$ cat src/cac_pkg.sv
package cac_pkg;

    // ==========================================================
    // sizes
    localparam int NUM_IN = 3;
    localparam int NUM_OUT = 5;
    localparam int ADDR_W = 8;
    localparam int DATA_W = 32;
    localparam int FREQ_W = 24;
    localparam int HALF_W = 8;
    localparam int SKEW_W = 4;
    localparam int PHASE_W = 8;

    // ==========================================================
    // timing
    localparam int CLK_PERIOD_PS = 8000;
    localparam int LOS_TIME_NS = 1000;
    localparam int LOS_CYC = (LOS_TIME_NS * 1000) / CLK_PERIOD_PS;
    localparam int CAL_TIME_NS = 20000;
    localparam int CAL_CYC =
        (CAL_TIME_NS * 1000 + CLK_PERIOD_PS - 1) / CLK_PERIOD_PS;
    localparam int PHASE_STEP_PS = 200;
    localparam int SKEW_STEP_MIN_PS = 800;
    localparam int SKEW_STEP_MAX_PS = 2200;

    // ==========================================================
    // register map
    localparam logic [ADDR_W-1:0] CTRL_OFS = 8'h00;
    localparam logic [ADDR_W-1:0] PD_OFS = 8'h04;
    localparam logic [ADDR_W-1:0] PHASE_OFS = 8'h08;
    localparam logic [ADDR_W-1:0] SKEW_OFS = 8'h0C;
    localparam logic [ADDR_W-1:0] STATUS_OFS = 8'h10;
    localparam logic [ADDR_W-1:0] INT_STAT_OFS = 8'h14;
    localparam logic [ADDR_W-1:0] INT_CLR_OFS = 8'h18;
    localparam logic [ADDR_W-1:0] INT_EN_OFS = 8'h1C;
    localparam logic [ADDR_W-1:0] FREQ_OFS = 8'h20;
    localparam logic [ADDR_W-1:0] DIV_OFS = 8'h24;

    // ctrl fields
    localparam int CTRL_BYPASS_BIT = 0;
    localparam int CTRL_POL_BIT = 1;
    localparam int CTRL_PIN_EN_LSB = 2;
    localparam int CTRL_SEL_LSB = 5;
    localparam int SEL_W = 2;

    // status / interrupt fields
    localparam int ST_LOS_LSB = 0;
    localparam int ST_CAL_BIT = 3;
    localparam int ST_FREEZE_BIT = 4;
    localparam int INT_W = NUM_IN + 1;
    localparam int INT_CAL_BIT = NUM_IN;

    // reset values and bus response codes
    localparam logic [NUM_IN-1:0] PIN_EN_RST = 3'h0;
    localparam logic POL_RST = 1'b0;
    localparam logic [NUM_OUT-1:0] PD_RST = 5'h00;
    localparam logic [PHASE_W-1:0] PHASE_RST = 8'h00;
    localparam logic [HALF_W-1:0] DIV_RST = 8'h04;
    localparam logic [1:0] RESP_OKAY = 2'h0;
    localparam logic [1:0] RESP_SLVERR = 2'h2;

    typedef struct packed {
        logic bypass;
        logic polarity;
        logic [NUM_IN-1:0] pin_en;
        logic [SEL_W-1:0] sel;
        logic [NUM_OUT-1:0] pd;
        logic [PHASE_W-1:0] phase;
        logic [NUM_OUT*SKEW_W-1:0] skew;
        logic [HALF_W-1:0] half;
        logic [INT_W-1:0] int_en;
    } cac_cfg_t;

    localparam cac_cfg_t CFG_RST = '{
        bypass: 1'b0,
        polarity: POL_RST,
        pin_en: PIN_EN_RST,
        sel: 2'h0,
        pd: PD_RST,
        phase: PHASE_RST,
        skew: 20'h00000,
        half: DIV_RST,
        int_en: 4'h0
    };

endpackage : cac_pkg

$ cat src/cac_los_mon.sv
`timescale 1ns/1ps
module cac_los_mon import cac_pkg::*; #(
    parameter int LOS_CYCLES = LOS_CYC
) (
    input wire logic aclk,
    input wire logic aresetn,
    input wire logic ref_clk_pin,
    output logic ref_level,
    output logic los
);

    if (LOS_CYCLES < 2 || LOS_CYCLES > 65535) begin : g_chk
        $error("cac_los_mon: LOS_CYCLES out of range");
    end

    typedef struct packed {
        logic [2:0] sync;
        logic level;
        logic [15:0] cnt;
        logic los;
    } cac_los_st_t;

    cac_los_st_t s_q, s_d;

    // ==========================================================
    // missing pulse detection
    always_comb begin
        s_d = s_q;
        s_d.sync = {s_q.sync[1:0], ref_clk_pin};
        if (s_q.sync[1] == s_q.sync[2] && s_q.sync[2] != s_q.level) begin
            s_d.level = s_q.sync[2];
            s_d.cnt = 16'h0000;
            s_d.los = 1'b0;
        end else if (s_q.cnt >= 16'(LOS_CYCLES - 1)) begin
            s_d.los = 1'b1;
        end else begin
            s_d.cnt = s_q.cnt + 16'h0001;
        end
    end

    always_ff @(posedge aclk) begin
        if (!aresetn) begin
            s_q <= '0;
        end else begin
            s_q <= s_d;
        end
    end

    assign ref_level = s_q.level;
    assign los = s_q.los;

endmodule : cac_los_mon

$ cat src/cac_out_ctl.sv
`timescale 1ns/1ps
module cac_out_ctl import cac_pkg::*; (
    input wire logic aclk,
    input wire logic aresetn,
    input wire logic power_down,
    input wire logic bypass,
    input wire logic ref_level,
    input wire logic [HALF_W-1:0] half,
    input wire logic [SKEW_W-1:0] skew,
    input wire logic realign,
    output logic clk_out
);

    typedef struct packed {
        logic [HALF_W-1:0] cnt;
        logic synth;
        logic out;
    } cac_out_st_t;

    cac_out_st_t s_q, s_d;

    // ==========================================================
    // divider with per-output phase offset
    always_comb begin
        s_d = s_q;
        if (realign) begin
            s_d.cnt = HALF_W'(skew);
            s_d.synth = 1'b0;
        end else if (s_q.cnt >= half - HALF_W'(1)) begin
            s_d.cnt = '0;
            s_d.synth = ~s_q.synth;
        end else begin
            s_d.cnt = s_q.cnt + HALF_W'(1);
        end
        if (power_down) begin
            s_d.out = 1'b0;
        end else if (bypass) begin
            s_d.out = ref_level;
        end else begin
            s_d.out = s_q.synth;
        end
    end

    always_ff @(posedge aclk) begin
        if (!aresetn) begin
            s_q <= '0;
        end else begin
            s_q <= s_d;
        end
    end

    assign clk_out = s_q.out;

endmodule : cac_out_ctl

$ cat src/cac_clock_ctl.sv
`timescale 1ns/1ps
module cac_clock_ctl import cac_pkg::*; #(
    parameter int LOS_CYCLES = LOS_CYC,
    parameter int CAL_CYCLES = CAL_CYC
) (
    input wire logic aclk,
    input wire logic aresetn,
    input wire logic [ADDR_W-1:0] s_axi_awaddr,
    input wire logic [2:0] s_axi_awprot,
    input wire logic s_axi_awvalid,
    output logic s_axi_awready,
    input wire logic [DATA_W-1:0] s_axi_wdata,
    input wire logic [3:0] s_axi_wstrb,
    input wire logic s_axi_wvalid,
    output logic s_axi_wready,
    output logic [1:0] s_axi_bresp,
    output logic s_axi_bvalid,
    input wire logic s_axi_bready,
    input wire logic [ADDR_W-1:0] s_axi_araddr,
    input wire logic [2:0] s_axi_arprot,
    input wire logic s_axi_arvalid,
    output logic s_axi_arready,
    output logic [DATA_W-1:0] s_axi_rdata,
    output logic [1:0] s_axi_rresp,
    output logic s_axi_rvalid,
    input wire logic s_axi_rready,
    input wire logic ref_clock_1,
    input wire logic ref_clock_2,
    input wire logic ref_clock_3,
    output logic in1_invalid_out,
    output logic in1_invalid_oe,
    output logic in2_invalid_out,
    output logic in2_invalid_oe,
    output logic in3_invalid_out,
    output logic in3_invalid_oe,
    output logic [NUM_OUT-1:0] clk_out,
    output logic [NUM_OUT-1:0] clk_out_oe,
    input wire logic [FREQ_W-1:0] loop_freq_word,
    output logic [FREQ_W-1:0] dco_freq_word,
    output logic dco_freeze,
    output logic [PHASE_W-1:0] in_phase_code,
    output logic calibrating,
    output logic irq
);

    if (CAL_CYCLES < 1 || CAL_CYCLES > 65535) begin : g_chk
        $error("cac_clock_ctl: CAL_CYCLES out of range");
    end

    typedef struct packed {
        logic aw_full;
        logic w_full;
        logic [ADDR_W-1:0] awaddr;
        logic [DATA_W-1:0] wdata;
        logic [3:0] wstrb;
        logic bvalid;
        logic [1:0] bresp;
        logic rvalid;
        logic [DATA_W-1:0] rdata;
        logic [1:0] rresp;
        cac_cfg_t cfg;
        logic cal_busy;
        logic [15:0] cal_cnt;
        logic [NUM_IN-1:0] los_prev;
        logic [INT_W-1:0] int_stat;
        logic [FREQ_W-1:0] freq;
        logic freeze;
        logic realign;
        logic [NUM_IN-1:0] pin_val;
        logic [NUM_IN-1:0] pin_oe;
    } cac_st_t;

    cac_st_t s_q, s_d;

    logic [NUM_IN-1:0] ref_pins;
    logic [NUM_IN-1:0] ref_level;
    logic [NUM_IN-1:0] los;
    logic [NUM_OUT-1:0] out_clk;
    logic bypass_ref;
    logic wr_fire;
    logic rd_fire;

    // ==========================================================
    // address decode
    function automatic logic is_mapped(input logic [ADDR_W-1:0] a);
        case (a)
            CTRL_OFS, PD_OFS, PHASE_OFS, SKEW_OFS, STATUS_OFS,
            INT_STAT_OFS, INT_CLR_OFS, INT_EN_OFS, FREQ_OFS,
            DIV_OFS: is_mapped = 1'b1;
            default: is_mapped = 1'b0;
        endcase
    endfunction : is_mapped

    function automatic logic [DATA_W-1:0] merge(
        input logic [DATA_W-1:0] old,
        input logic [DATA_W-1:0] data,
        input logic [3:0] strb
    );
        logic [DATA_W-1:0] r;
        r = old;
        for (int b = 0; b < 4; b++) begin
            if (strb[b]) begin
                r[b*8 +: 8] = data[b*8 +: 8];
            end
        end
        merge = r;
    endfunction : merge

    // ==========================================================
    // input monitors
    assign ref_pins = {ref_clock_3, ref_clock_2, ref_clock_1};

    generate
        for (genvar i = 0; i < NUM_IN; i++) begin : g_in
            cac_los_mon #(
                .LOS_CYCLES(LOS_CYCLES)
            ) u_los (
                .aclk(aclk),
                .aresetn(aresetn),
                .ref_clk_pin(ref_pins[i]),
                .ref_level(ref_level[i]),
                .los(los[i])
            );
        end
    endgenerate

    assign bypass_ref = (s_q.cfg.sel < SEL_W'(NUM_IN)) ?
        ref_level[s_q.cfg.sel] : 1'b0;

    // ==========================================================
    // output paths
    generate
        for (genvar j = 0; j < NUM_OUT; j++) begin : g_out
            cac_out_ctl u_out (
                .aclk(aclk),
                .aresetn(aresetn),
                .power_down(s_q.cfg.pd[j]),
                .bypass(s_q.cfg.bypass),
                .ref_level(bypass_ref),
                .half(s_q.cfg.half),
                .skew(s_q.cfg.skew[j*SKEW_W +: SKEW_W]),
                .realign(s_q.realign),
                .clk_out(out_clk[j])
            );
        end
    endgenerate

    // ==========================================================
    // bus handshake
    assign s_axi_awready = !s_q.aw_full;
    assign s_axi_wready = !s_q.w_full;
    assign s_axi_arready = !s_q.rvalid;
    assign wr_fire = s_q.aw_full && s_q.w_full && !s_q.bvalid;
    assign rd_fire = s_axi_arvalid && !s_q.rvalid;

    // ==========================================================
    // next state
    always_comb begin
        logic [DATA_W-1:0] word;
        logic [DATA_W-1:0] rd;
        logic [NUM_IN-1:0] los_rise;
        logic [INT_W-1:0] ev;
        logic [INT_W-1:0] clr;
        word = '0;
        rd = '0;
        clr = '0;
        los_rise = '0;
        ev = '0;
        s_d = s_q;
        s_d.realign = 1'b0;

        // write channels taken in either order
        if (s_axi_awvalid && !s_q.aw_full) begin
            s_d.aw_full = 1'b1;
            s_d.awaddr = s_axi_awaddr;
        end
        if (s_axi_wvalid && !s_q.w_full) begin
            s_d.w_full = 1'b1;
            s_d.wdata = s_axi_wdata;
            s_d.wstrb = s_axi_wstrb;
        end
        if (s_q.bvalid && s_axi_bready) begin
            s_d.bvalid = 1'b0;
        end
        if (wr_fire) begin
            s_d.aw_full = 1'b0;
            s_d.w_full = 1'b0;
            s_d.bvalid = 1'b1;
            s_d.bresp = is_mapped(s_q.awaddr) ? RESP_OKAY : RESP_SLVERR;
            unique case (s_q.awaddr)
                CTRL_OFS: begin
                    word = {
                        25'h0000000,
                        s_q.cfg.sel,
                        s_q.cfg.pin_en,
                        s_q.cfg.polarity,
                        s_q.cfg.bypass
                    };
                    word = merge(word, s_q.wdata, s_q.wstrb);
                    s_d.cfg.bypass = word[CTRL_BYPASS_BIT];
                    s_d.cfg.polarity = word[CTRL_POL_BIT];
                    s_d.cfg.pin_en = word[CTRL_PIN_EN_LSB +: NUM_IN];
                    s_d.cfg.sel = word[CTRL_SEL_LSB +: SEL_W];
                end
                PD_OFS: begin
                    word = merge({27'h0000000, s_q.cfg.pd},
                        s_q.wdata, s_q.wstrb);
                    s_d.cfg.pd = word[NUM_OUT-1:0];
                end
                PHASE_OFS: begin
                    word = merge({24'h000000, s_q.cfg.phase},
                        s_q.wdata, s_q.wstrb);
                    s_d.cfg.phase = word[PHASE_W-1:0];
                end
                SKEW_OFS: begin
                    word = merge({12'h000, s_q.cfg.skew},
                        s_q.wdata, s_q.wstrb);
                    s_d.cfg.skew = word[NUM_OUT*SKEW_W-1:0];
                    s_d.realign = 1'b1;
                end
                INT_CLR_OFS: begin
                    word = merge('0, s_q.wdata, s_q.wstrb);
                    clr = word[INT_W-1:0];
                end
                INT_EN_OFS: begin
                    word = merge({28'h0000000, s_q.cfg.int_en},
                        s_q.wdata, s_q.wstrb);
                    s_d.cfg.int_en = word[INT_W-1:0];
                end
                DIV_OFS: begin
                    word = merge({24'h000000, s_q.cfg.half},
                        s_q.wdata, s_q.wstrb);
                    if (word[HALF_W-1:0] != '0) begin
                        s_d.cfg.half = word[HALF_W-1:0];
                    end
                    s_d.realign = 1'b1;
                end
                default: begin
                    word = '0;
                end
            endcase
        end

        // read channel
        if (s_q.rvalid && s_axi_rready) begin
            s_d.rvalid = 1'b0;
        end
        if (rd_fire) begin
            unique case (s_axi_araddr)
                CTRL_OFS: rd = {
                    25'h0000000,
                    s_q.cfg.sel,
                    s_q.cfg.pin_en,
                    s_q.cfg.polarity,
                    s_q.cfg.bypass
                };
                PD_OFS: rd = {27'h0000000, s_q.cfg.pd};
                PHASE_OFS: rd = {24'h000000, s_q.cfg.phase};
                SKEW_OFS: rd = {12'h000, s_q.cfg.skew};
                STATUS_OFS: begin
                    rd[ST_LOS_LSB +: NUM_IN] = los;
                    rd[ST_CAL_BIT] = s_q.cal_busy;
                    rd[ST_FREEZE_BIT] = s_q.freeze;
                end
                INT_STAT_OFS: rd = {28'h0000000, s_q.int_stat};
                INT_EN_OFS: rd = {28'h0000000, s_q.cfg.int_en};
                FREQ_OFS: rd = {8'h00, s_q.freq};
                DIV_OFS: rd = {24'h000000, s_q.cfg.half};
                default: rd = '0;
            endcase
            s_d.rvalid = 1'b1;
            s_d.rdata = rd;
            s_d.rresp = is_mapped(s_axi_araddr) ? RESP_OKAY : RESP_SLVERR;
        end

        // self-calibration after reset release
        if (s_q.cal_busy) begin
            if (s_q.cal_cnt >= 16'(CAL_CYCLES - 1)) begin
                s_d.cal_busy = 1'b0;
                s_d.realign = 1'b1;
            end else begin
                s_d.cal_cnt = s_q.cal_cnt + 16'h0001;
            end
        end

        // frequency hold on alarm of the selected input
        s_d.freeze = (s_q.cfg.sel < SEL_W'(NUM_IN)) ?
            los[s_q.cfg.sel] : 1'b1;
        if (!s_q.freeze && !s_q.cal_busy) begin
            s_d.freq = loop_freq_word;
        end

        // indicator pins
        for (int i = 0; i < NUM_IN; i++) begin
            s_d.pin_val[i] = los[i] ^ s_q.cfg.polarity;
            s_d.pin_oe[i] = s_q.cfg.pin_en[i];
        end

        // sticky events, set wins over clear
        los_rise = los & ~s_q.los_prev;
        s_d.los_prev = los;
        ev = {s_q.cal_busy && !s_d.cal_busy, los_rise};
        s_d.int_stat = (s_q.int_stat & ~clr) | ev;
    end

    // ==========================================================
    // state register
    always_ff @(posedge aclk) begin
        if (!aresetn) begin
            s_q <= '0;
            s_q.cfg <= CFG_RST;
            s_q.cal_busy <= 1'b1;
        end else begin
            s_q <= s_d;
        end
    end

    // ==========================================================
    // outputs
    assign s_axi_bvalid = s_q.bvalid;
    assign s_axi_bresp = s_q.bresp;
    assign s_axi_rvalid = s_q.rvalid;
    assign s_axi_rdata = s_q.rdata;
    assign s_axi_rresp = s_q.rresp;

    assign in1_invalid_out = s_q.pin_val[0];
    assign in2_invalid_out = s_q.pin_val[1];
    assign in3_invalid_out = s_q.pin_val[2];
    assign in1_invalid_oe = aresetn && s_q.pin_oe[0];
    assign in2_invalid_oe = aresetn && s_q.pin_oe[1];
    assign in3_invalid_oe = aresetn && s_q.pin_oe[2];

    assign clk_out = out_clk;
    assign clk_out_oe = {NUM_OUT{aresetn && !s_q.cal_busy}};

    assign dco_freq_word = s_q.freq;
    assign dco_freeze = s_q.freeze;
    assign in_phase_code = s_q.cfg.phase;
    assign calibrating = s_q.cal_busy;
    assign irq = |(s_q.int_stat & s_q.cfg.int_en);

endmodule : cac_clock_ctl

$ cat config.mk
export PLATFORM = sky130hd
export DESIGN_NAME = cac_clock_ctl
export DESIGN_NICKNAME = d
export VERILOG_FILES = /design/src/cac_pkg.sv /design/src/cac_los_mon.sv /design/src/cac_out_ctl.sv /design/src/cac_clock_ctl.sv
export SDC_FILE = /design/constraint.sdc
export NUM_CORES = 1
export LEC_CHECK = 0
export ABC_AREA = 1
export BUFFER_PORTS_ARGS = -buffer_cell sky130_fd_sc_hd__buf_2
export CAP_MARGIN = 10
export CORE_AREA = 2 2 166 168
export CTS_CLUSTER_SIZE = 14
export DETAILED_ROUTE_END_ITERATION = 6
export DIE_AREA = 0 0 168 170
export PLACE_DENSITY = 0.69
export SKIP_CTS_REPAIR_TIMING = 1
export SLEW_MARGIN = 20
export SYNTH_ARGS = -nofsm -noshare
export SYNTH_HDL_FRONTEND = slang
export SYNTH_SLANG_ARGS = --single-unit
$ cat constraint.sdc
create_clock -name aclk -period 2.19 [get_ports aclk]
set_input_delay 0.3285 -clock aclk [delete_from_list [all_inputs] [get_ports aclk]]
set_output_delay 0.3285 -clock aclk [all_outputs]
set_load 0.01 [all_outputs]
==> results of run 1 <==
flip-flops by register name, indices dropped and copies added, names as in the netlist:
signal                cells
s_q                     101
dco_freeze                1
s_axi_rdata              24
g_in.u_los.s_d            6
dco_freq_word            24
s_axi_rresp               1
g_in.u_los.los            3
g_out.u_out.clk_out       5
g_out.u_out.s_q          45
s_axi_rvalid              1
g_in.u_los.s_q           51
g_in.u_los.ref_level      3
in2_invalid_out           1
calibrating               1
in_phase_code             8
in1_invalid_out           1
s_axi_bresp               1
s_d                       3
in3_invalid_out           1
s_axi_bvalid              1
final timing paths:
path | start | to | slack (ps) | depth (start not counted)
worst max-delay path | s_q[63] | g_out[1].u_out.s_q[1] | -6 | 13
worst min-delay path | loop_freq_word[22] | dco_freq_word[22] | -2 | 3
worst max register to register | s_q[63] | g_out[1].u_out.s_q[1] | -6 | 13
worst min register to register | g_in[2].u_los.s_d[19] | g_in[2].u_los.s_d[20] | 410 | 2
layout by cell type, fill, tap and decap left out, types with 10 or more instances in the layout:
cell	count
a211oi_1	11
a21oi_1	157
buf_2	153
buf_4	29
clkbuf_16	29
conb_1	10
dfxtp_1	280
ha_1	38
inv_1	225
inv_2	23
nand2_1	327
nand2_2	14
nand3_1	98
nand4_1	11
nor2_1	218
nor2_2	12
nor3_1	30
o21ai_0	134
o21ai_1	12
xor2_1	23
cell usage after synthesis (3+ instances only):
cell / n
nand2_1: 333
dfxtp_1: 282
inv_1: 227
nor2_1: 222
a21oi_1: 160
o21ai_0: 134
nand3_1: 102
buf_4: 79
ha_1: 43
clkbuf_1: 40
nor3_1: 30
xor2_1: 25
inv_2: 20
o21ai_1: 12
a211oi_1: 11
nand2_2: 11
nand4_1: 11
nor2_2: 9
xnor2_1: 7
a22o_1: 6
o21a_1: 6
nor3_4: 4
nor4_1: 4
buf_2: 3
clkinv_1: 3
nand3_2: 3
nor2_4: 3
o22ai_1: 3
or2_2: 3
worst reg2reg max path, stage by stage, from the launching register on:
cell and delay (ps):
dfxtp_1 370, inv_2 110, buf_4 150, nand2_1 90, nor2_4 130, xor2_1 200
buf_6 210, ha_1 260, a21oi_1 160, nand2_1 80, nand2_2 130, nand2_1 90
nor2_1 90, nor2_1 50
power groups by stage:
stage / combinational [W] / sequential (W) / clock [W]
2_1_floorplan: 0.00116 / 0.00565 / 0
3_3_place_gp: 0.00143 / 0.00572 / 0
3_5_place_dp: 0.00148 / 0.00573 / 0
4_1_cts: 0.00149 / 0.00562 / 0.00522
5_1_grt: 0.00180 / 0.00565 / 0.00544
6_report: 0.00155 / 0.00562 / 0.00515
through the flow:
step | instances | worst slack, ps | instance area [um2]
2_1_floorplan | 1831 | 212 | 13300
3_3_place_gp | 2228 | -91.6 | 13900
3_5_place_dp | 2228 | -162 | 13900
4_1_cts | 2280 | -193 | 14900
5_1_grt | 2290 | -116 | 15200
6_report | 2290 | -5.84 | 15200
layer usage:
| metal | vias up | track usage | routed length [um] |
|---|---|---|---|
| met2 | 332 | 0.398 | 15700 |
| met4 | 0 | 0.0707 | 1060 |
| li1 | 5966 | - | - |
| met1 | 5413 | 0.313 | 15600 |
| met5 | - | 0 | 0 |
| met3 | 67 | 0.0281 | 1920 |
final cells by class:
cell class / instances / share of cell area
clock buffer: 37 / 0.0538
sequential: 282 / 0.372
clock inverter: 15 / 0.0125
timing repair buffer: 192 / 0.0731
tap: 341 / 0.0281
inverter: 250 / 0.0618
multi-input combinational: 1173 / 0.399
logic make-up after synthesis:
group                    after synthesis  synth area share
XOR/XNOR                              32            0.0212
other                                  1          0.000284
AO/OA/AOI/OAI                        346             0.139
buffers and inverters                376             0.131
adder cells (fa/ha/maj)               43            0.0407
AND/OR/NAND/NOR                      742             0.241
flip-flops                           282             0.427
==> results.sh, run 1 <==
export IMPL_status="complete, but fails checks"
export IMPL_violations="negative hold slack, negative setup slack"
export IMPL_ff_latch_area_um2=5650
export IMPL_cts_htree_levels=1
export IMPL_yosysWarnings=0
export IMPL_max_cap_viol_count=0
export IMPL_die_y_um=170
export IMPL_power_frac_seq=0.456
export IMPL_cts_tree="built"
export IMPL_wirelength_um=34300
export IMPL_cp_arrival_ps=2640
export IMPL_start_util=0.496
export IMPL_io_buffers=154
export IMPL_finalPower_w=0.0123
export IMPL_grt_max_degree=144
export IMPL_place_gp_congestion=0.926
export IMPL_endpoint_kind="flop"
export IMPL_via_per_inst=5.14
export IMPL_switching_share=0.262
export IMPL_fin_crit_sh=1.00
export IMPL_cpMostUsedCell="nand2_1"
export IMPL_max_freq_ghz=0.455
export IMPL_finalCriticalPeriod_ps=2200
export IMPL_boundaryPins=184
export IMPL_tightest_slew_ps=624
export IMPL_comb_power_share=0.126
export IMPL_postLayoutCoreUtil=0.569
export IMPL_wl_per_cell_um=15.0
export IMPL_finalSetupTns_ps=-5.84
export IMPL_die_w_um=168
export IMPL_path_cells="inv_2 > buf_4 > nand2_1 > nor2_4 > xor2_1 > buf_6 > ha_1 > a21oi_1 > nand2_1 > nand2_2 > nand2_1 > nor2_1 > nor2_1"
export IMPL_netSwitchingPower_w=0.00323
export IMPL_final_setup_skew_ps=13.6
export IMPL_drc_errors=0
export IMPL_synth_area_leader_cell="dfxtp_1"
export IMPL_drive_above_1_share=0.167
export IMPL_die_area_um2=28600
export IMPL_coreArea_um2=26700
export IMPL_synth_cells=1822
export IMPL_core_rowCount=60
export IMPL_synth_ff_latch_count=282
export IMPL_synth_edf_count=0
export IMPL_diodes=0
export IMPL_synthFlopType="dfxtp_1"
export IMPL_grt_pass1_vias=10900
export IMPL_synth_seq_area_share=0.427
export IMPL_grt_pass1_wl_um=54700
export IMPL_synth_top_area_frac=0.427
export IMPL_clk_latency_ps=550
export IMPL_antenna_left=0
export IMPL_max_slew_margin=0.584
export IMPL_setup_viol=1
export IMPL_rsz0062_at_grt="true"
export IMPL_whs_ps=-1.51
export IMPL_hpwl_um=25000
export IMPL_nNetsFinal=2063
export IMPL_yosys_top_cells_area="dfxtp_1 43%, nand2_1 9.5%, inv_1 6.4%"
export IMPL_p_int_w=0.00909
export IMPL_numCtsBuffers=29
export IMPL_via_count=11800
export IMPL_pwr_share_clk=0.418
export IMPL_vdd_ir_drop_max_mv=0.549
export IMPL_nFillCells=2447
export IMPL_clockBufferDepth=3
export IMPL_clock_sinks=282
export IMPL_crit_slowest_cell="dfxtp_1"
export IMPL_slew_viol_final=0
export IMPL_hold_path_class="in2reg"
export IMPL_cts_root_buf="clkbuf_16"
export IMPL_cp_max_fo=6
export IMPL_area_delta_synth_final_pct=14.8
export IMPL_crit_required_ps=2630
export IMPL_async_flop_share=0
export IMPL_track_usage=0.234
export IMPL_cp_start_kind="flop"
export IMPL_final_hold_violation_count=3
export IMPL_synth_area_um2=13200
export IMPL_crit_path_max_incr_delay_ps=370
export IMPL_yosysUniqueCellTypes=46
export IMPL_crit_buf_inv=3
export IMPL_p_per_area_nw_per_um2=812
export IMPL_antenna_found_initial=1
export IMPL_drt_iter0_markers=759
export IMPL_drtPass1Iterations=5
export IMPL_leakage_nw=6.88
export IMPL_crit_family="simple AND/OR/NAND/NOR gates"
export IMPL_multiInputGateArea_um2=6050
export IMPL_grt_overflow_total=0
export IMPL_clk_pin_slew_worst_paths_ps=60
export IMPL_syn_mean_instance_area_um2=7.25
export IMPL_crit_type="reg2reg"
export IMPL_worst_slack_ps=-5.84
Note: power is estimated with default switching activity, not from simulation.
==> inputs of run 2 (changes only) <==
Settings changed: RECOVER_POWER from default to 50.
==> results.sh, run 2 (synthesis gave the netlist of run 1 again) <==
export IMPL_status="complete, but fails checks"
export IMPL_violations="negative hold slack, negative setup slack"
export IMPL_setup_viol=1
export IMPL_reg2reg_to="g_out[1].u_out.s_q[1]"
export IMPL_wl_per_cell_um=15.0
export IMPL_max_freq_ghz=0.455
export IMPL_die_w_um=168
export IMPL_drt_iter0_markers=795
export IMPL_cp_start_kind="flop"
export IMPL_clock_sinks=282
export IMPL_comb_power_share=0.125
export IMPL_diodes=0
export IMPL_worst_slack_ps=-10.1
export IMPL_hold_path_class="in2reg"
export IMPL_cts_htree_levels=1
export IMPL_vdd_ir_drop_max_mv=0.557
export IMPL_whs_path_depth=3
export IMPL_netSwitchingPower_w=0.00323
export IMPL_path_cells="inv_2 > buf_4 > nand2_1 > nor2_4 > xor2_1 > buf_6 > ha_1 > a21oi_1 > nand2_1 > nand2_2 > nand2_1 > nor2_1 > nor2_1"
export IMPL_pwr_share_clk=0.419
export IMPL_clockBufferDepth=3
export IMPL_leakage_nw=6.56
export IMPL_cp_arrival_ps=2640
export IMPL_hpwl_um=25000
export IMPL_p_per_area_nw_per_um2=817
export IMPL_tightest_slew_ps=719
export IMPL_die_area_um2=28600
export IMPL_grt_pass1_vias=10900
export IMPL_final_cell_mix="327 x nand2_1, 280 x dfxtp_1, 227 x inv_1"
export IMPL_crit_path_max_incr_delay_ps=370
export IMPL_r2r_slack_ps=-10
export IMPL_crit_required_ps=2630
export IMPL_whs_ps=-0.707
export IMPL_drtPass1Iterations=5
export IMPL_top_register="s_q"
export IMPL_setup_worst_path_start="s_q[63]"
export IMPL_finalCriticalPeriod_ps=2200
export IMPL_coreArea_um2=26700
export IMPL_boundaryPins=184
export IMPL_place_area_um2=13900
export IMPL_start_util=0.496
export IMPL_switching_share=0.263
export IMPL_cpMostUsedCell="nand2_1"
export IMPL_cp_max_fo=6
export IMPL_numCtsBuffers=29
export IMPL_fin_crit_sh=1.00
export IMPL_drive_above_1_share=0.129
export IMPL_cts_root_buf="clkbuf_16"
export IMPL_track_usage=0.234
export IMPL_endpoint_kind="flop"
export IMPL_area_delta_synth_final_pct=14.0
export IMPL_grt_overflow_total=0
export IMPL_nFillCells=2487
export IMPL_layout_commonest_cell="nand2_1"
export IMPL_core_rowCount=60
export IMPL_min_from="loop_freq_word[22]"
export IMPL_via_count=11800
export IMPL_p_int_w=0.00908
export IMPL_slew_viol_final=0
export IMPL_via_per_inst=5.14
export IMPL_finalPower_w=0.0123
export IMPL_place_gp_congestion=0.926
export IMPL_drc_errors=0
export IMPL_die_y_um=170
export IMPL_nNetsFinal=2063
export IMPL_grt_max_degree=144
export IMPL_rr_worst_depth=13
export IMPL_cts_tree="built"
export IMPL_final_hold_violation_count=3
export IMPL_crit_slowest_cell="dfxtp_1"
export IMPL_r2r_start="s_q[63]"
export IMPL_max_slew_margin=0.520
export IMPL_final_setup_skew_ps=13.0
export IMPL_max_cap_viol_count=0
export IMPL_io_buffers=154
export IMPL_biggestRegsByFlops="s_q x101, g_in.u_los.s_q x51, g_out.u_out.s_q x45"
export IMPL_design_area_um2=15100
export IMPL_clk_pin_slew_worst_paths_ps=60
export IMPL_grt_pass1_wl_um=54700
export IMPL_clk_latency_ps=550
export IMPL_whs_endpoint="dco_freq_word[22]"
export IMPL_antenna_found_initial=1
export IMPL_largest_reg_flops=101
export IMPL_crit_type="reg2reg"
export IMPL_antenna_left=0
export IMPL_rsz0062_at_grt="true"
export IMPL_power_frac_seq=0.456
export IMPL_wirelength_um=34300
-- run 2: changes by cell type in the layout (fill, tap and decap cells not counted) --
cell and change:
o21ai_0 +1, clkbuf_1 +73, buf_4 -4, inv_2 -2, buf_2 -72, o21ai_1 -1
clkbuf_2 +3, inv_1 +2
-- run 2: worst max-delay path, delay by kind of cell, from the launching register on --
family / cells / cell delay, ps
and+or+nand+nor: 7 / 640
buffers and inverters: 3 / 470
DFF: 1 / 370
adders and majority gates: 1 / 260
xor gates and xnor gates: 1 / 200
AOI/OAI and AO/OA: 1 / 160
-- run 2: stage by stage --
stage | setup TNS (ps) | setup WS (ps) | utilization | hold slack, ps | instances
2_1_floorplan | 0 | 212 | - | 390 | 1831
3_3_place_gp | -1150 | -91.6 | 0.521 | 396 | 2228
3_5_place_dp | -2430 | -162 | 0.521 | 400 | 2228
4_1_cts | -4440 | -193 | 0.559 | -54.2 | 2280
5_1_grt | -1360 | -116 | 0.566 | 2.47 | 2290
6_report | -10.1 | -10.1 | 0.566 | -0.707 | 2290
-- run 2: how the worst max path moves through the flow --
stage,end,slack (ps)
after floorplan,g_out[4].u_out.s_q[1],210
after global placement,g_out[2].u_out.s_q[1],-90
after detailed placement,g_out[2].u_out.s_q[7],-160
after CTS,g_out[2].u_out.s_q[7],-190
after global routing,g_out[4].u_out.s_q[1],-120
final,g_out[1].u_out.s_q[1],-10
-- run 2: power groups by stage --
stage               registers (W)  logic (W)  clock network [W]
finish                    0.00562    0.00154            0.00516
global route              0.00565    0.00179            0.00544
CTS                       0.00562    0.00149            0.00522
detailed placement        0.00573    0.00148                  0
global placement          0.00572    0.00143                  0
floorplan                 0.00565    0.00116                  0
-- run 2: routing by layer --
metal,wire (um),up-vias,GRT usage,share of wire
met5,0,-,0,0
met4,1080,0,0.0707,0.031
met3,1830,69,0.0281,0.053
met2,15700,298,0.398,0.46
met1,15700,5449,0.313,0.46
li1,-,5963,-,-
-- run 2: final cells by class --
type / instances / area (um2) / area share
well taps: 341 / 427 / 0.0283
clock buffers: 37 / 816 / 0.0541
repair buffers: 192 / 1010 / 0.0668
inverters: 250 / 938 / 0.0623
multi-input cells: 1173 / 6050 / 0.401
flip-flops and latches: 282 / 5650 / 0.375
clock inverters: 15 / 189 / 0.0125
==> inputs of run 3 (changes only) <==
Settings changed: CORE_AREA 2 2 166 168 to 2 2 173 175, DIE_AREA 0 0 168 170 to 0 0 175 177, PLACE_DENSITY 0.69 to 0.8, SYNTH_HIERARCHICAL from default to 1.
==> results.sh, run 3 <==
export IMPL_status="complete, but fails checks"
export IMPL_violations="negative hold slack, negative setup slack"
export IMPL_hold_path_class="in2reg"
export IMPL_numCtsBuffers=29
export IMPL_path_cells="buf_12 > nor2_4 > nand4_1 > buf_4 > xor2_1 > ha_1 > a21oi_2 > nor2_2 > nor2_4 > nand3_4 > a21oi_2"
export IMPL_fin_crit_sh=1.01
export IMPL_yosys_cell_count_top_type="nand2_1"
export IMPL_grt_use_met1=0.278
export IMPL_synth_area_leader_cell="dfxtp_1"
export IMPL_endpoint="g_out[0].u_out/s_q[6]"
export IMPL_synth_seq_area_share=0.391
export IMPL_netlist_top_cells_count="371 x nand2_1, 285 x nor2_1, 282 x dfxtp_1"
export IMPL_nNetsFinal=2309
export IMPL_tightest_slew_ps=993
export IMPL_top_register="s_q"
export IMPL_area_delta_synth_final_pct=16.1
export IMPL_finalPower_w=0.0126
export IMPL_die_w_um=175
export IMPL_crit_path_max_incr_delay_ps=340
export IMPL_cp_arrival_ps=2700
export IMPL_cts_root_buf="clkbuf_16"
export IMPL_use_met3=0.0309
export IMPL_crit_required_ps=2690
export IMPL_cp_max_fo=15
export IMPL_clock_sinks=282
export IMPL_drc_errors=0
export IMPL_setup_worst_path_start="s_q[62]"
export IMPL_track_usage=0.226
export IMPL_synth_ff_latch_count=282
export IMPL_max_freq_ghz=0.453
export IMPL_antenna_left=0
export IMPL_die_y_um=177
export IMPL_synthFlopType="dfxtp_1"
export IMPL_place_gp_congestion=0.929
export IMPL_finalCriticalPeriod_ps=2210
export IMPL_wl_per_cell_um=14.4
export IMPL_endpoint_kind="flop"
export IMPL_cts_tree="built"
export IMPL_syn_mean_instance_area_um2=7.11
export IMPL_drt_iter0_markers=938
export IMPL_wirelength_um=37100
export IMPL_drive_above_1_share=0.165
export IMPL_via_per_inst=5.18
export IMPL_final_cell_mix="364 x nand2_1, 278 x dfxtp_1, 269 x inv_1, 269 x nor2_1, 134 x o21ai_0"
export IMPL_clockBufferDepth=3
export IMPL_synth_cells=2031
export IMPL_io_buffers=154
export IMPL_rr_worst_depth=11
export IMPL_grt_max_degree=76
export IMPL_grt_overflow_total=0
export IMPL_reg2reg_to="g_out[0].u_out/s_q[6]"
export IMPL_rsz0062_at_grt="true"
export IMPL_biggestRegsByFlops="s_q x101, g_in.u_los/s_q x51, g_out.u_out/s_q x45"
export IMPL_antenna_found_initial=0
export IMPL_place_area_um2=15400
export IMPL_max_cap_viol_count=0
export IMPL_grt_pass1_wl_um=58400
export IMPL_use_met2=0.404
export IMPL_crit_type="reg2reg"
export IMPL_dp_cells=2511
export IMPL_busiest_layer="met2"
export IMPL_worst_slack_ps=-15.3
export IMPL_drtPass1Iterations=5
export IMPL_slew_viol_final=0
export IMPL_crit_family="simple AND/OR/NAND/NOR gates"
export IMPL_yosysUniqueCellTypes=47
export IMPL_r2r_start="s_q[62]"
export IMPL_final_hold_violation_count=5
export IMPL_synth_top_area_frac=0.391
export IMPL_clk_latency_ps=560
export IMPL_die_area_um2=31000
export IMPL_async_flop_share=0
export IMPL_setup_viol=5
export IMPL_crit_buf_inv=2
export IMPL_boundaryPins=184
export IMPL_layout_commonest_cell="nand2_1"
export IMPL_worst_path_stages=11
export IMPL_final_cells=2573
export IMPL_diodes=0
export IMPL_clk_pin_slew_worst_paths_ps=70
export IMPL_core_rowCount=63
export IMPL_coreArea_um2=29200
export IMPL_max_slew_margin=0.338
export IMPL_crit_slowest_cell="dfxtp_2"
export IMPL_largest_reg_flops=101
export IMPL_r2r_slack_ps=-20
export IMPL_design_area_um2=16800
export IMPL_yosysWarnings=6
export IMPL_via_count=13300
export IMPL_grt_pass1_vias=12500
export IMPL_synth_area_um2=14400
export IMPL_cp_start_kind="flop"
export IMPL_yosys_top_cells_area="dfxtp_1 39%, nand2_1 9.6%, nor2_1 7.4%"
export IMPL_vdd_ir_drop_max_mv=0.528
export IMPL_cts_htree_levels=1
export IMPL_whs_ps=-9.71
export IMPL_hpwl_um=26300
export IMPL_synth_edf_count=0
export IMPL_leakage_nw=7.44
export IMPL_start_util=0.494
export IMPL_finalSetupTns_ps=-51.1
export IMPL_final_setup_skew_ps=16.4
export IMPL_p_per_area_nw_per_um2=749
## run 3: routing by layer
metal	vias up	wire length [um]	part of all wire
met5	-	0	0
li1	6652	-	-
met1	6144	15400	0.41
met3	109	2160	0.058
met4	0	1510	0.041
met2	416	18000	0.49
## run 3: cell families (layout without fill, tap and decap cells)
kind of cell,Yosys count,after routing,share of synthesized area
DFF,282,282,0.391
adders and majority gates,57,57,0.0494
and+or+nand+nor,898,898,0.273
AOI/OAI and AO/OA,332,332,0.124
buffers and inverters,409,552,0.131
xor gates and xnor gates,52,52,0.0315
other,1,10,0.000260
## run 3: through the flow
step / utilization / worst slack (ps)
final: 0.574 / -15.3
after global routing: 0.574 / -101
after CTS: 0.561 / -24.6
after detailed placement: 0.525 / -4.99
after global placement: 0.525 / 78.1
after floorplan: - / 182
## run 3: how the worst min path moves through the flow
stage,start,to,slack (ps),depth (start not counted)
2_1_floorplan,g_in[0].u_los/s_d[19],g_in[0].u_los/s_d[20],390,2
3_3_place_gp,g_in[1].u_los/s_d[19],g_in[1].u_los/s_d[20],390,2
3_5_place_dp,g_in[2].u_los/s_d[19],g_in[2].u_los/s_d[20],400,2
4_1_cts,ref_clock_1,g_in[0].u_los/s_d[19],-60,3
5_1_grt,loop_freq_word[18],dco_freq_word[18],2,3
6_report,s_axi_awaddr[7],s_q[189],-10,3
## run 3: worst min-delay path: cells and delay by family
family / cells / cell delay (ps)
simple gates: 2 / 110
buf+inv: 1 / 80
## run 3: area by class of cell
type                            count  area, um2
Multi-Input combinational cell   1349       7300
Inverter                          285       1080
Clock inverter                     10        165
Clock buffer                       44        882
Fill cell                        2573      12500
Sequential cell                   282       5650
Tap cell                          390        488
Timing Repair Buffer              213       1200
## run 3: power breakdown
group,leakage [nW],switching (W),internal [W]
logic,4.63,0.00105,0.000601
registers,2.29,0.000223,0.00538
clock network,0.521,0.00206,0.00325
